## src/verilog/fwps_map.svh

```systemverilog
// constants for the flash write-protection and status block
// assumes a 20 MHz system clock and a mode-0 serial host on the pins
//
// What this block does
// - The set-write-latch command sets the write-latch flag.
// - Reset, clear-write-latch and every accepted status write, page program or erase clear the latch.
// - With the latch clear, status writes, programs and erases are refused with no effect.
// - The busy flag is 1 exactly while a program, erase or status write runs.
// - The five protect-range bits are held as stored bits changed only by a status write or by reset.
// - Program and sector or block erase that touch the protected region are refused.
// - Whole-array erase runs only when the three low protect-range bits are all zero.
// - Protect-range and lock-mode bits change only while hardware protection is not in force.
// - In deep power-down every command but release-from-power-down is ignored.
// - Invert 0, top bit 0: codes 001 to 110 guard 64KB doubling to 2MB, top or bottom.
// - Invert 0: low code 000 guards nothing and 111 guards the whole array.
// - Invert 0, top bit 1: codes 001 to 011 guard 4, 8, 16KB, 10X and 110 guard 32KB.
// - For program and sector or block erase, invert 1 guards exactly the complement of the region chosen with invert 0.
// - Upper status byte holds erase-paused, invert, three OTP locks, program-paused, quad, lock-high.
// - Lock mode 00 free, 01 locked while guard pin low, 10 and 11 until power cycle.
`ifndef FWPS_MAP_SVH
`define FWPS_MAP_SVH

// ==========================================================================
// command codes
`define CMD_SET_LATCH      8'h06
`define CMD_CLEAR_LATCH    8'h04
`define CMD_STATUS_WRITE   8'h01
`define CMD_READ_STAT_LO   8'h05
`define CMD_READ_STAT_HI   8'h35
`define CMD_PAGE_PROGRAM   8'h02
`define CMD_SMALL_WIPE     8'h20
`define CMD_BLOCK32_WIPE   8'h52
`define CMD_BLOCK64_WIPE   8'hD8
`define CMD_ARRAY_WIPE_A   8'h60
`define CMD_ARRAY_WIPE_B   8'hC7
`define CMD_SLEEP          8'hB9
`define CMD_WAKE           8'hAB

// ==========================================================================
// status word layout
`define SW_BUSY            0
`define SW_LATCH           1
`define SW_PROT_LO         2
`define SW_PROT_HI         6
`define SW_LOCK_LO         7
`define SW_LOCK_HI         8
`define SW_QUAD            9
`define SW_PROG_PAUSED     10
`define SW_OTP_LO          11
`define SW_OTP_HI          13
`define SW_INVERT          14
`define SW_ERASE_PAUSED    15

// ==========================================================================
// frame byte counts
`define LEN_SHORT          3'h1
`define LEN_STAT_ONE       3'h2
`define LEN_STAT_TWO       3'h3
`define LEN_ERASE          3'h4
`define LEN_PROGRAM_MIN    3'h5
`define LEN_MAX            3'h7
`define LAST_BIT           3'h7

// ==========================================================================
// array geometry
`define ADDR_BITS          24
`define ARRAY_BYTES        23'h400000
`define SMALL_BYTES        23'h001000
`define LARGE_BYTES        23'h010000
`define SMALL_SHIFT_MAX    3'h3
`define PAGE_MASK          24'h0000FF
`define SECTOR_MASK        24'h000FFF
`define BLOCK32_MASK       24'h007FFF
`define BLOCK64_MASK       24'h00FFFF

// ==========================================================================
// lock-mode codes
`define LOCK_FREE          2'h0
`define LOCK_PIN           2'h1

// ==========================================================================
// operation times, microseconds, and clock rate
`define CLK_MHZ            20
`define T_PAGE_PROG_US     1000
`define T_SECTOR_WIPE_US   60000
`define T_BLOCK32_WIPE_US  300000
`define T_BLOCK64_WIPE_US  500000
`define T_ARRAY_WIPE_US    20000000
`define T_STATUS_WRITE_US  5000

`endif

```

## src/verilog/fwps_pkg.sv

```systemverilog
// types shared by the write-protection and status block
// assumes the constant header is on the include path
`default_nettype none
`include "fwps_map.svh"

package fwps_pkg;

  // one-hot operating mode
  typedef enum logic [2:0]
  {
    FWPS_READY = 3'b001,
    FWPS_BUSY  = 3'b010,
    FWPS_SLEEP = 3'b100
  } fwps_mode_e;

  // every flop of the block
  typedef struct packed
  {
    logic [1:0]            sclk_sy;
    logic [1:0]            cs_sy;
    logic [1:0]            si_sy;
    logic [1:0]            wp_sy;
    logic                  sclk_prev;
    logic                  cs_prev;
    logic [7:0]            shift;
    logic [2:0]            bit_cnt;
    logic [2:0]            byte_cnt;
    logic [7:0]            opcode;
    logic [`ADDR_BITS-1:0] addr;
    logic [7:0]            new_lo;
    logic [7:0]            new_hi;
    logic [7:0]            tx;
    logic                  so;
    logic                  so_en;
    fwps_mode_e            mode;
    logic [31:0]           busy_left;
    logic                  latch;
    logic [4:0]            prot;
    logic                  invert;
    logic [1:0]            lock;
    logic                  quad;
    logic [2:0]            otp;
    logic                  reject;
  } fwps_state_s;

endpackage

`default_nettype wire

```

## src/verilog/fwps_top.sv

```systemverilog
// write-protection, latch and status logic of a serial NOR flash
// assumes a mode-0 serial host; all pins are asynchronous to i_clk
`timescale 1ns/1ns
`default_nettype none
`include "fwps_map.svh"

module fwps_top
  import fwps_pkg::*;
#(
  parameter int unsigned PROG_CYC    = `T_PAGE_PROG_US * `CLK_MHZ,
  parameter int unsigned SECTOR_CYC  = `T_SECTOR_WIPE_US * `CLK_MHZ,
  parameter int unsigned BLOCK32_CYC = `T_BLOCK32_WIPE_US * `CLK_MHZ,
  parameter int unsigned BLOCK64_CYC = `T_BLOCK64_WIPE_US * `CLK_MHZ,
  parameter int unsigned ARRAY_CYC   = `T_ARRAY_WIPE_US * `CLK_MHZ,
  parameter int unsigned STATUS_CYC  = `T_STATUS_WRITE_US * `CLK_MHZ
)
(
  input  wire logic        i_clk,
  input  wire logic        i_sys_rst,
  input  wire logic        i_sclk,
  input  wire logic        i_cs_n,
  input  wire logic        i_si,
  input  wire logic        i_wp_n,
  output logic             o_so,
  output logic             o_so_oe,
  output logic [15:0]      o_status_word,
  output logic             o_busy,
  output logic             o_write_latch,
  output logic             o_deep_pd,
  output logic             o_cmd_reject
);

  fwps_state_s q;
  fwps_state_s d;

  // ========================================================================
  // protection region check
  // true when any byte of [first,last] is guarded by the range code
  function automatic logic prot_hit(input logic [`ADDR_BITS-1:0] first,
                                    input logic [`ADDR_BITS-1:0] last,
                                    input logic [4:0]            bp,
                                    input logic                  inv);
    logic [22:0] size;
    logic [22:0] plo;
    logic [22:0] phi;
    logic [22:0] f;
    logic [22:0] l;
    logic        empty;
    empty = (bp[2:0] == 3'h0);
    if (bp[2:0] == 3'h7)
      size = `ARRAY_BYTES;
    else if (bp[4])
      size = `SMALL_BYTES << ((bp[2:0] > `SMALL_SHIFT_MAX) ?
                              `SMALL_SHIFT_MAX : (bp[2:0] - 3'h1));
    else
      size = `LARGE_BYTES << (bp[2:0] - 3'h1);
    // bit 3 picks bottom of the array, else top
    plo = bp[3] ? 23'h000000 : (`ARRAY_BYTES - size);
    phi = plo + size - 23'h000001;
    f = {1'b0, first[21:0]};
    l = {1'b0, last[21:0]};
    if (!inv)
      prot_hit = !empty && (f <= phi) && (l >= plo);
    else
      prot_hit = empty || !((f >= plo) && (l <= phi));
  endfunction

  // status word as seen by reads and by the o_status_word port
  function automatic logic [15:0] pack_status(input fwps_state_s s);
    logic [15:0] w;
    w = 16'h0000;
    w[`SW_BUSY]                   = (s.mode == FWPS_BUSY);
    w[`SW_LATCH]                  = s.latch;
    w[`SW_PROT_HI:`SW_PROT_LO]    = s.prot;
    w[`SW_LOCK_LO]                = s.lock[0];
    w[`SW_LOCK_HI]                = s.lock[1];
    w[`SW_QUAD]                   = s.quad;
    w[`SW_PROG_PAUSED]            = 1'b0;                      // no suspend here
    w[`SW_OTP_HI:`SW_OTP_LO]      = s.otp;
    w[`SW_INVERT]                 = s.invert;
    w[`SW_ERASE_PAUSED]           = 1'b0;
    pack_status = w;
  endfunction

  // ========================================================================
  // pin view after synchronisers
  logic        sclk;
  logic        cs_n;
  logic        sclk_rise;
  logic        sclk_fall;
  logic        cs_fall;
  logic        cs_rise;
  logic [7:0]  in_byte;
  logic [7:0]  cur_op;
  logic [15:0] stat;
  logic        locked;
  logic        start;
  logic [31:0] dur;
  logic [`ADDR_BITS-1:0] mask;
  logic        needs_latch;

  // edges taken from the second stage only
  assign sclk      = q.sclk_sy[1];
  assign cs_n      = q.cs_sy[1];
  assign sclk_rise = sclk & ~q.sclk_prev & ~cs_n;
  assign sclk_fall = ~sclk & q.sclk_prev & ~cs_n;
  assign cs_fall   = q.cs_prev & ~cs_n;
  assign cs_rise   = ~q.cs_prev & cs_n;
  assign in_byte   = {q.shift[6:0], q.si_sy[1]};
  assign stat      = pack_status(q);

  // status writes locked by mode 10 and 11, or 01 with guard pin low
  assign locked = (q.lock != `LOCK_FREE) &&
                  !((q.lock == `LOCK_PIN) && q.wp_sy[1]);

  // ========================================================================
  // next-state logic
  always_comb
  begin
    d = q;
    d.reject  = 1'b0;
    start     = 1'b0;
    dur       = 32'(PROG_CYC);
    mask      = `PAGE_MASK;
    needs_latch = 1'b0;
    cur_op    = (q.byte_cnt == 3'h0) ? in_byte : q.opcode;
    // first stage feeds only the second
    d.sclk_sy   = {q.sclk_sy[0], i_sclk};
    d.cs_sy     = {q.cs_sy[0], i_cs_n};
    d.si_sy     = {q.si_sy[0], i_si};
    d.wp_sy     = {q.wp_sy[0], i_wp_n};
    d.sclk_prev = sclk;
    d.cs_prev   = cs_n;

    // frame opens: byte and bit counters restart
    if (cs_fall)
    begin
      d.bit_cnt  = 3'h0;
      d.byte_cnt = 3'h0;
      d.so_en    = 1'b0;
    end

    // input bit on each rising serial clock
    if (sclk_rise)
    begin
      d.shift   = in_byte;
      d.bit_cnt = q.bit_cnt + 3'h1;
      if (q.bit_cnt == `LAST_BIT)
      begin
        unique case (q.byte_cnt)
          3'h0: d.opcode = in_byte;
          3'h1:
          begin
            d.addr[23:16] = in_byte;
            d.new_lo      = in_byte;
          end
          3'h2:
          begin
            d.addr[15:8] = in_byte;
            d.new_hi     = in_byte;
          end
          3'h3: d.addr[7:0] = in_byte;
          default: ;
        endcase
        if (q.byte_cnt != `LEN_MAX)
          d.byte_cnt = q.byte_cnt + 3'h1;
        // status reads refresh at every byte so busy polling sees changes
        if (q.mode != FWPS_SLEEP)
        begin
          if (cur_op == `CMD_READ_STAT_LO)
          begin
            d.so_en = 1'b1;
            d.tx    = stat[7:0];
          end
          else if (cur_op == `CMD_READ_STAT_HI)
          begin
            d.so_en = 1'b1;
            d.tx    = stat[15:8];
          end
        end
      end
    end

    // output bit on each falling serial clock, msb first
    if (sclk_fall && q.so_en)
    begin
      d.so = q.tx[7];
      d.tx = {q.tx[6:0], 1'b0};
    end

    // operation timer; busy drops when it runs out
    if (q.mode == FWPS_BUSY)
    begin
      if (q.busy_left <= 32'h1)
        d.mode = FWPS_READY;
      else
        d.busy_left = q.busy_left - 32'h1;
    end

    // frame closes: act only on whole bytes, except wake in deep power-down
    if (cs_rise)
    begin
      d.so_en = 1'b0;
      if (q.mode == FWPS_SLEEP)
      begin
        // everything but wake is dropped
        if (q.opcode == `CMD_WAKE && q.byte_cnt != 3'h0)
          d.mode = FWPS_READY;
      end
      else if (q.mode == FWPS_READY && q.bit_cnt == 3'h0)
      begin
        unique case (q.opcode)
          `CMD_SET_LATCH:
            if (q.byte_cnt == `LEN_SHORT)
              d.latch = 1'b1;
          `CMD_CLEAR_LATCH:
            if (q.byte_cnt == `LEN_SHORT)
              d.latch = 1'b0;
          `CMD_SLEEP:
            if (q.byte_cnt == `LEN_SHORT)
              d.mode = FWPS_SLEEP;
          `CMD_STATUS_WRITE:
            if (q.byte_cnt == `LEN_STAT_ONE || q.byte_cnt == `LEN_STAT_TWO)
            begin
              needs_latch = 1'b1;
              if (!q.latch || locked)
                d.reject = 1'b1;
              else
              begin
                start       = 1'b1;
                dur         = 32'(STATUS_CYC);
                d.prot      = q.new_lo[`SW_PROT_HI:`SW_PROT_LO];
                d.lock[0]   = q.new_lo[`SW_LOCK_LO];
                if (q.byte_cnt == `LEN_STAT_TWO)
                begin
                  d.lock[1] = q.new_hi[`SW_LOCK_HI - 8];
                  d.quad    = q.new_hi[`SW_QUAD - 8];
                  d.invert  = q.new_hi[`SW_INVERT - 8];
                  // a status write only moves one-time bits from 0 to 1; reset clears them
                  d.otp     = q.otp | q.new_hi[`SW_OTP_HI-8:`SW_OTP_LO-8];
                end
              end
            end
          `CMD_PAGE_PROGRAM, `CMD_SMALL_WIPE, `CMD_BLOCK32_WIPE,
          `CMD_BLOCK64_WIPE:
          begin
            if (q.opcode == `CMD_PAGE_PROGRAM)
              needs_latch = (q.byte_cnt >= `LEN_PROGRAM_MIN);
            else
              needs_latch = (q.byte_cnt == `LEN_ERASE);
            unique case (q.opcode)
              `CMD_SMALL_WIPE:
              begin
                mask = `SECTOR_MASK;
                dur  = 32'(SECTOR_CYC);
              end
              `CMD_BLOCK32_WIPE:
              begin
                mask = `BLOCK32_MASK;
                dur  = 32'(BLOCK32_CYC);
              end
              `CMD_BLOCK64_WIPE:
              begin
                mask = `BLOCK64_MASK;
                dur  = 32'(BLOCK64_CYC);
              end
              default: ;
            endcase
            if (needs_latch)
            begin
              // refused commands leave latch and busy untouched
              if (!q.latch ||
                  prot_hit(q.addr & ~mask, q.addr | mask, q.prot, q.invert))
                d.reject = 1'b1;
              else
                start = 1'b1;
            end
          end
          `CMD_ARRAY_WIPE_A, `CMD_ARRAY_WIPE_B:
            if (q.byte_cnt == `LEN_SHORT)
            begin
              dur = 32'(ARRAY_CYC);
              if (!q.latch || q.prot[2:0] != 3'h0)
                d.reject = 1'b1;
              else
                start = 1'b1;
            end
          default: ;
        endcase
      end
    end

    // accepted write-type operation: busy on, latch off
    if (start)
    begin
      d.mode      = FWPS_BUSY;
      d.busy_left = dur;
      d.latch     = 1'b0;
    end
  end

  // ========================================================================
  // state register; reset stands in for a power cycle
  always_ff @(posedge i_clk or posedge i_sys_rst)
  begin
    if (i_sys_rst)
    begin
      q           <= '0;
      q.sclk_sy   <= 2'h0;
      q.cs_sy     <= 2'h3;
      q.cs_prev   <= 1'b1;
      q.mode      <= FWPS_READY;
      q.latch     <= 1'b0;
    end
    else
    begin
      q <= d;
    end
  end

  // ========================================================================
  // outputs, all from flops
  assign o_so          = q.so;
  assign o_so_oe       = q.so_en;
  assign o_status_word = stat;
  assign o_busy        = (q.mode == FWPS_BUSY);
  assign o_write_latch = q.latch;
  assign o_deep_pd     = (q.mode == FWPS_SLEEP);
  assign o_cmd_reject  = q.reject;

endmodule

`default_nettype wire

```

## config.mk

```make
export PLATFORM = sky130hd
export DESIGN_NAME = fwps_top
export DESIGN_NICKNAME = d
export VERILOG_FILES = /design/src/verilog/fwps_pkg.sv /design/src/verilog/fwps_top.sv
export VERILOG_INCLUDE_DIRS = /design/src /design/src/verilog
export SDC_FILE = /design/constraint.sdc
export NUM_CORES = 1
export LEC_CHECK = 0
export BUFFER_PORTS_ARGS = -buffer_cell sky130_fd_sc_hd__buf_4
export CAP_MARGIN = 30
export CORE_ASPECT_RATIO = 0.9
export CORE_MARGIN = 8
export CORE_UTILIZATION = 41
export CTS_BUF_LIST = sky130_fd_sc_hd__clkbuf_8
export CTS_CLUSTER_SIZE = 30
export DETAILED_ROUTE_END_ITERATION = 8
export GPL_TIMING_DRIVEN = 0
export PLACE_DENSITY_LB_ADDON = 0.1
export SYNTH_ARGS = -nofsm -noshare
export SYNTH_HDL_FRONTEND = slang
export SYNTH_SLANG_ARGS = --single-unit
```

## constraint.sdc

```tcl
create_clock -name i_clk -period 17.27 [get_ports i_clk]
set_input_delay 0.8635 -clock i_clk [delete_from_list [all_inputs] [get_ports i_clk]]
set_output_delay 0.8635 -clock i_clk [all_outputs]
set_load 0.03 [all_outputs]
```

==> flow_summary.toml, run 1 <==
[run_status]
status = "finished, final reports clean"

[logic_synthesis]
synth_flop_cell = "sky130_fd_sc_hd__dfrtp_1"
postSynthCellCount = 741
yosysWarnings = 0
netlist.area_leader.share_pct = 35.3
ys_seq_area_share_pct = 36.7
synth.distinct_cells = 86
synth-seq-cells = 106
synth_top_cell_by_area = "sky130_fd_sc_hd__dfrtp_1"
syn_area_mm2 = 0.00724
ys_async_sr_fraction_pct = 100
synth.avg_cell_area_um2 = 9.77
synth_edf_count = 0
synth_top_cells_by_area = "sky130_fd_sc_hd__dfrtp_1, sky130_fd_sc_hd__ha_1, sky130_fd_sc_hd__mux2_2"

[drt]
avgRoutedWirePerCell_um = 17.1
post-route-drc-count = 0
antenna_violating_nets_post_route = 0
sum_of_routed_wire_length_over_all_layers_mm = 17.6
via_count = 5611
detail_route.vias_per_cell = 5.47
drt_iter0_drc = 305
detailedRoute.firstPassIterationCount = 5

[clock_network]
cts-root-to-sink-buffers = 2
worstSkewPairLatency_ns = 0.39
post_cts_hold_buffer_count = 0
worst_setup_hold_path_clk_slew_ns = 0.11
htree_levels = 3
post-cts-setup-buffer-count = 0
cts_inserted_buffers = 9
clk_root_buffer_cell = "sky130_fd_sc_hd__clkbuf_8"
cts_num_sinks = 106
cts_repair_resize_count = 0
cts_tree = "done"

[power_and_ir_drop]
design_power_total_uw = 465
ir_worst_vdd_uv = 83.5
p_per_area_mw_per_mm2 = 58.2
p_leak_nw = 3.78

[die]
core.rowCount = 46
die_width_um = 156
start_util_pct = 41.5
io_pins = 28
fp.dieH_um = 142
core_footprint_mm2 = 0.0174
design.die.area_mm2 = 0.0222

[timing]
hold_violations = 0
hold-worst-slack_ns = 0.361
timing.final.setup_violations = 0
relSlewSlack_pct = 46.3
worst_clock_skew_ns = 0.0122
finalMaxSlewViolations = 0
finalSetupTns_ns = 0
min_clock_period_post_route_ns = 6.77
rsz0062_at_grt = "false"
post-route-period-util_pct = 39.2
max_clk_rate_mhz = 148
timing_worst_slew_pin_value_ns = 0.804

[setup_path]
crit_required_ns = 17.55
worstSetupPathType = "reg -> reg"
critical_path.max_fanout = 11
timing.critical_path.arrival_ns = 7.05
crit_path_end_kind = "flop"
timing.critical_path.from_type = "flop"

[global_routing]
grt_use_total_pct = 16.6
grt-ovfl-total = 0
first_pass_grt_wire_length_mm = 29.0
grt_max_degree = 70
grt_antenna_before_repair = 0
grt_pass1_vias = 5539

[place]
place.gp.congestion = 0.825
dp_hpwl_mm = 13.6
portBuffers = 25

[finish]
multi_input_area_mm2 = 0.00423
layout.cells.most_common_list = "sky130_fd_sc_hd__dfrtp_1, sky130_fd_sc_hd__nand2_1, sky130_fd_sc_hd__ha_1"
register_area_mm2 = 0.00266
final.fill_count = 1675
layout.nets = 846
antenna_fix_cells = 0
leading_cell_type_in_the_layout_fill_and_taps_excluded = "sky130_fd_sc_hd__dfrtp_1"
area_growth_pct = 10.4
drive_above_1_share_pct = 17.3

[min_path]
hold_path_class = "reg -> reg"

[flow_run]
timing.max_cap.violations = 0
## final cells by class
cell class | count | area share, %
sequential | 106 | 33.2
inverter | 35 | 1.68
tap | 240 | 3.76
buffer | 37 | 2.83
clock inverter | 5 | 0.845
multi-input combinational | 564 | 52.9
clock buffer | 11 | 1.89
timing repair buffer | 28 | 2.85
## worst max-delay path, stage by stage, from the launching register on
cell	delay (ns)
sky130_fd_sc_hd__dfrtp_1	0.64
sky130_fd_sc_hd__inv_1	0.18
sky130_fd_sc_hd__ha_1	0.23
sky130_fd_sc_hd__ha_1	0.26
sky130_fd_sc_hd__buf_2	0.16
sky130_fd_sc_hd__nor4_1	0.58
sky130_fd_sc_hd__inv_1	0.14
sky130_fd_sc_hd__ha_1	0.29
sky130_fd_sc_hd__o211ai_2	0.14
sky130_fd_sc_hd__nor2_1	0.08
sky130_fd_sc_hd__xnor2_1	0.17
sky130_fd_sc_hd__nand2_1	0.09
sky130_fd_sc_hd__ha_1	0.30
sky130_fd_sc_hd__inv_1	0.04
sky130_fd_sc_hd__ha_1	0.33
sky130_fd_sc_hd__a21o_1	0.20
sky130_fd_sc_hd__a21o_1	0.18
sky130_fd_sc_hd__a21oi_1	0.16
sky130_fd_sc_hd__xor2_1	0.10
sky130_fd_sc_hd__ha_1	0.21
sky130_fd_sc_hd__a2111oi_0	0.35
sky130_fd_sc_hd__o21ai_0	0.16
sky130_fd_sc_hd__o21a_1	0.19
sky130_fd_sc_hd__a2111oi_4	0.36
sky130_fd_sc_hd__nor2_1	0.13
sky130_fd_sc_hd__a221oi_4	0.37
sky130_fd_sc_hd__o21ai_0	0.24
sky130_fd_sc_hd__a221o_1	0.38
## where the power goes
group | switching [mW] | total (mW) | internal, mW
Clock | 0.0918 | 0.169 | 0.0773
Combinational | 0.0126 | 0.0249 | 0.0123
Sequential | 0.0144 | 0.271 | 0.257
## cells by family after synthesis
kind of cell,share of synthesized area [%]
xor gates and xnor gates,4.84
AOI/OAI and AO/OA,14.7
other,0.0518
DFF,36.7
buffers and inverters,4.94
and+or+nand+nor,19.1
muxes,9.30
adders and majority gates,10.3
## cells in the mapped netlist, types with 5 or more instances
cell                         n
sky130_fd_sc_hd__buf_4      18
sky130_fd_sc_hd__nor2_1     50
sky130_fd_sc_hd__nor3_1     25
sky130_fd_sc_hd__xor2_1     19
sky130_fd_sc_hd__o21a_1     10
sky130_fd_sc_hd__mux2_2     38
sky130_fd_sc_hd__dfrtp_1   102
sky130_fd_sc_hd__a21oi_1    30
sky130_fd_sc_hd__inv_1      34
sky130_fd_sc_hd__nand2_1    61
sky130_fd_sc_hd__or2_2       5
sky130_fd_sc_hd__ha_1       58
sky130_fd_sc_hd__nor4b_1     5
sky130_fd_sc_hd__o21ai_0    36
sky130_fd_sc_hd__nor4_1     12
sky130_fd_sc_hd__nand2b_1   15
sky130_fd_sc_hd__nor3b_1     7
sky130_fd_sc_hd__a21o_1     13
sky130_fd_sc_hd__mux2i_1    23
sky130_fd_sc_hd__clkbuf_1   13
sky130_fd_sc_hd__and2_1     10
sky130_fd_sc_hd__xnor2_1    21
sky130_fd_sc_hd__nand4_1     6
sky130_fd_sc_hd__nor2b_1    11
sky130_fd_sc_hd__or4_1       5
sky130_fd_sc_hd__nand3_1    11
## flip-flops by register name (all words and copies together), names as in the netlist
signal,count
q,76
o_status_word,12
in_byte,8
d,5
cs_n,1
o_cmd_reject,1
o_so,1
o_so_oe,1
o_write_latch,1
## stage by stage
stage / instance area [um2] / setup slack (ns) / utilization (%) / cells
after global placement: 7730 / 10.60 / 44.3 / 1007
final: 7990 / 10.50 / 45.8 / 1026
after global routing: 7990 / 9.81 / 45.8 / 1026
after detailed placement: 7770 / 10.55 / 44.6 / 1010
after CTS: 7990 / 10.49 / 45.8 / 1026
after floorplan: 7240 / 11.39 / - / 742
## per-layer routing
layer | vias to the layer above | global-route usage, % | wire, um
li1 | 2738 | - | -
met1 | 2767 | 22.5 | 8690
met2 | 90 | 26.4 | 8000
met3 | 16 | 3.25 | 634
met4 | 0 | 4.44 | 243
met5 | - | 0 | 0
## final timing paths
check	start	end	slack [ns]	cells past startpoint
worst max-delay path	o_status_word[2]	q[19]	10.50	27
min in group asynchronous	i_sys_rst	q[17]	0.51	2
worst max register to register	o_status_word[2]	q[19]	10.50	27
max in group asynchronous	i_sys_rst	cs_n	16.06	3
worst min register to register	d[126]	in_byte[0]	0.36	0
worst min-delay path	d[126]	in_byte[0]	0.36	0
No activity file was read; power rests on OpenSTA's default activity.
==> run 2: changes to the inputs <==
- clock period: 17.27 -> 6.7 ns (I/O delays scaled with it)
==> flow_summary.toml, run 2 (same netlist as run 1, synthesis figures left out) <==
[clock_network]
cts_tree = "done"
worst_setup_hold_path_clk_slew_ns = 0.11
htree_levels = 3
clk_root_buffer_cell = "sky130_fd_sc_hd__clkbuf_8"
cts_inserted_buffers = 9
worstSkewPairLatency_ns = 0.39
cts-root-to-sink-buffers = 2
cts_num_sinks = 106

[timing]
timing_worst_slew_pin_value_ns = 0.812
post-route-period-util_pct = 93.3
finalMaxSlewViolations = 0
finalWorstSetupSlack_ns = 0.449
rsz0062_at_grt = "false"
hold_violations = 0
relSlewSlack_pct = 45.8
worst_clock_skew_ns = 0.0125
min_clock_period_post_route_ns = 6.25
timing.final.setup_violations = 0
max_clk_rate_mhz = 160

[power_and_ir_drop]
part_of_the_total_power_dissipated_in_combinational_logic_pct = 5.4
switching_share_pct = 25.6
switchingPower_uw = 308
cell_internal_pwr_uw = 894
seq_power_share_pct = 58.2
p_per_area_mw_per_mm2 = 149
design_power_total_mw = 1.20
p_leak_nw = 3.79
ir_worst_vdd_uv = 215
pwr-share-clk_pct = 36.4

[drt]
antenna_violating_nets_post_route = 0
drt_iter0_drc = 300
detail_route.vias_per_cell = 5.47
detailedRoute.firstPassIterationCount = 5
sum_of_routed_wire_length_over_all_layers_mm = 17.6
via_count = 5635
post-route-drc-count = 0
avgRoutedWirePerCell_um = 17.1

[place]
place.gp.congestion = 0.825
portBuffers = 25
preCtsSetupSlack_ns = -0.0159
placed_cells = 1010
dp_hpwl_mm = 13.6
place_area_mm2 = 0.00777

[setup_path]
rrSetupSlack_ns = 0.45
critical_path.max_fanout = 10
crit_path_end_kind = "flop"
crit_required_ns = 6.99
reg2regPathDepth = 28
timing.critical_path.arrival_ns = 6.54
worstSetupPathType = "reg -> reg"
cp_common_cell = "sky130_fd_sc_hd__ha_1"
worst_path_largest_cell_delay_ns = 0.46
slowest_stage = "sky130_fd_sc_hd__dfrtp_2"
timing.critical_path.from_type = "flop"

[global_routing]
grt-ovfl-total = 0
grt_use_total_pct = 16.6
first_pass_grt_wire_length_mm = 29.0
grt_pass1_vias = 5535
grt_antenna_before_repair = 0
grt_max_degree = 70

[finish]
drive_above_1_share_pct = 18.1
area_growth_pct = 11.1
layout.cells.most_common_list = "sky130_fd_sc_hd__dfrtp_1, sky130_fd_sc_hd__nand2_1, sky130_fd_sc_hd__ha_1"
antenna_fix_cells = 0
final_cell_count_no_fill = 1030
top_register = "q"
largest_register_ffs = 76
layout.nets = 850
final.fill_count = 1667
design_area_mm2 = 0.00805
leading_cell_type_in_the_layout_fill_and_taps_excluded = "sky130_fd_sc_hd__dfrtp_1"

[die]
design.die.area_mm2 = 0.0222
io_pins = 28
die_width_um = 156
core_footprint_mm2 = 0.0174
start_util_pct = 41.5
fp.dieH_um = 142
core.rowCount = 46

[min_path]
hold_path_depth = 1
hold_path_class = "in -> reg"

[flow_run]
timing.max_cap.violations = 0

[run_status]
status = "finished, final reports clean"
-- run 2: metal layers --
metal / global-route usage [%] / routed length, um
met5: 0 / 0
met4: 4.44 / 248
met3: 3.25 / 608
met2: 26.4 / 8020
met1: 22.5 / 8750
-- run 2: repair_timing --
item / CTS / global route
pin swaps: 0 / 2
endpoints found under the setup margin: 15 / 36
resized for setup: 1 / 6
buffers inserted: 0 / 3
hold buffers: 1 / 0
endpoints found under the hold margin: 36 / 0
-- run 2: final timing paths --
check	from	endpoint
min reg2reg	d[126]	in_byte[0]
max in group asynchronous	i_sys_rst	o_status_word[3]
max	o_status_word[3]	q[23]
max reg2reg	o_status_word[3]	q[23]
min	i_cs_n	d[128]
min in group asynchronous	i_sys_rst	q[17]
-- run 2: final cells by class --
type / instances / area (um2) / area share [%]
buffer: 37 / 226 / 2.81
clock buffer: 11 / 151 / 1.88
clock inverter: 5 / 67.6 / 0.840
inverter: 35 / 134 / 1.66
multi-input combinational: 564 / 4250 / 52.8
sequential: 106 / 2660 / 33.1
tap: 240 / 300 / 3.73
timing repair buffer: 32 / 260 / 3.23
-- run 2: power by group through the flow --
| stage | Clock [mW] | Sequential (mW) | Combinational (mW) |
|---|---|---|---|
| 2_1_floorplan | 0 | 0.696 | 0.0511 |
| 3_3_place_gp | 0 | 0.712 | 0.0616 |
| 3_5_place_dp | 0 | 0.712 | 0.0656 |
| 4_1_cts | 0.453 | 0.700 | 0.0663 |
| 5_1_grt | 0.469 | 0.704 | 0.0727 |
| 6_report | 0.437 | 0.699 | 0.0647 |
-- run 2: worst max-delay path, delay by kind of cell, from the launching register on --
family | cells | cell delay, ns
buffers and inverters | 5 | 0.62
xor gates and xnor gates | 2 | 0.27
and+or+nand+nor | 4 | 0.65
adders and majority gates | 6 | 1.58
AOI/OAI and AO/OA | 11 | 2.56
DFF | 1 | 0.46
-- run 2: stage by stage --
step	setup TNS, ns	hold WS (ns)	util, %
final	0	0.0437	46.1
after global routing	0	0.0137	46.1
after CTS	0	0.0127	45.9
after detailed placement	-0.0264	0.339	44.6
after global placement	0	0.333	44.3
after floorplan	0	0.331	-
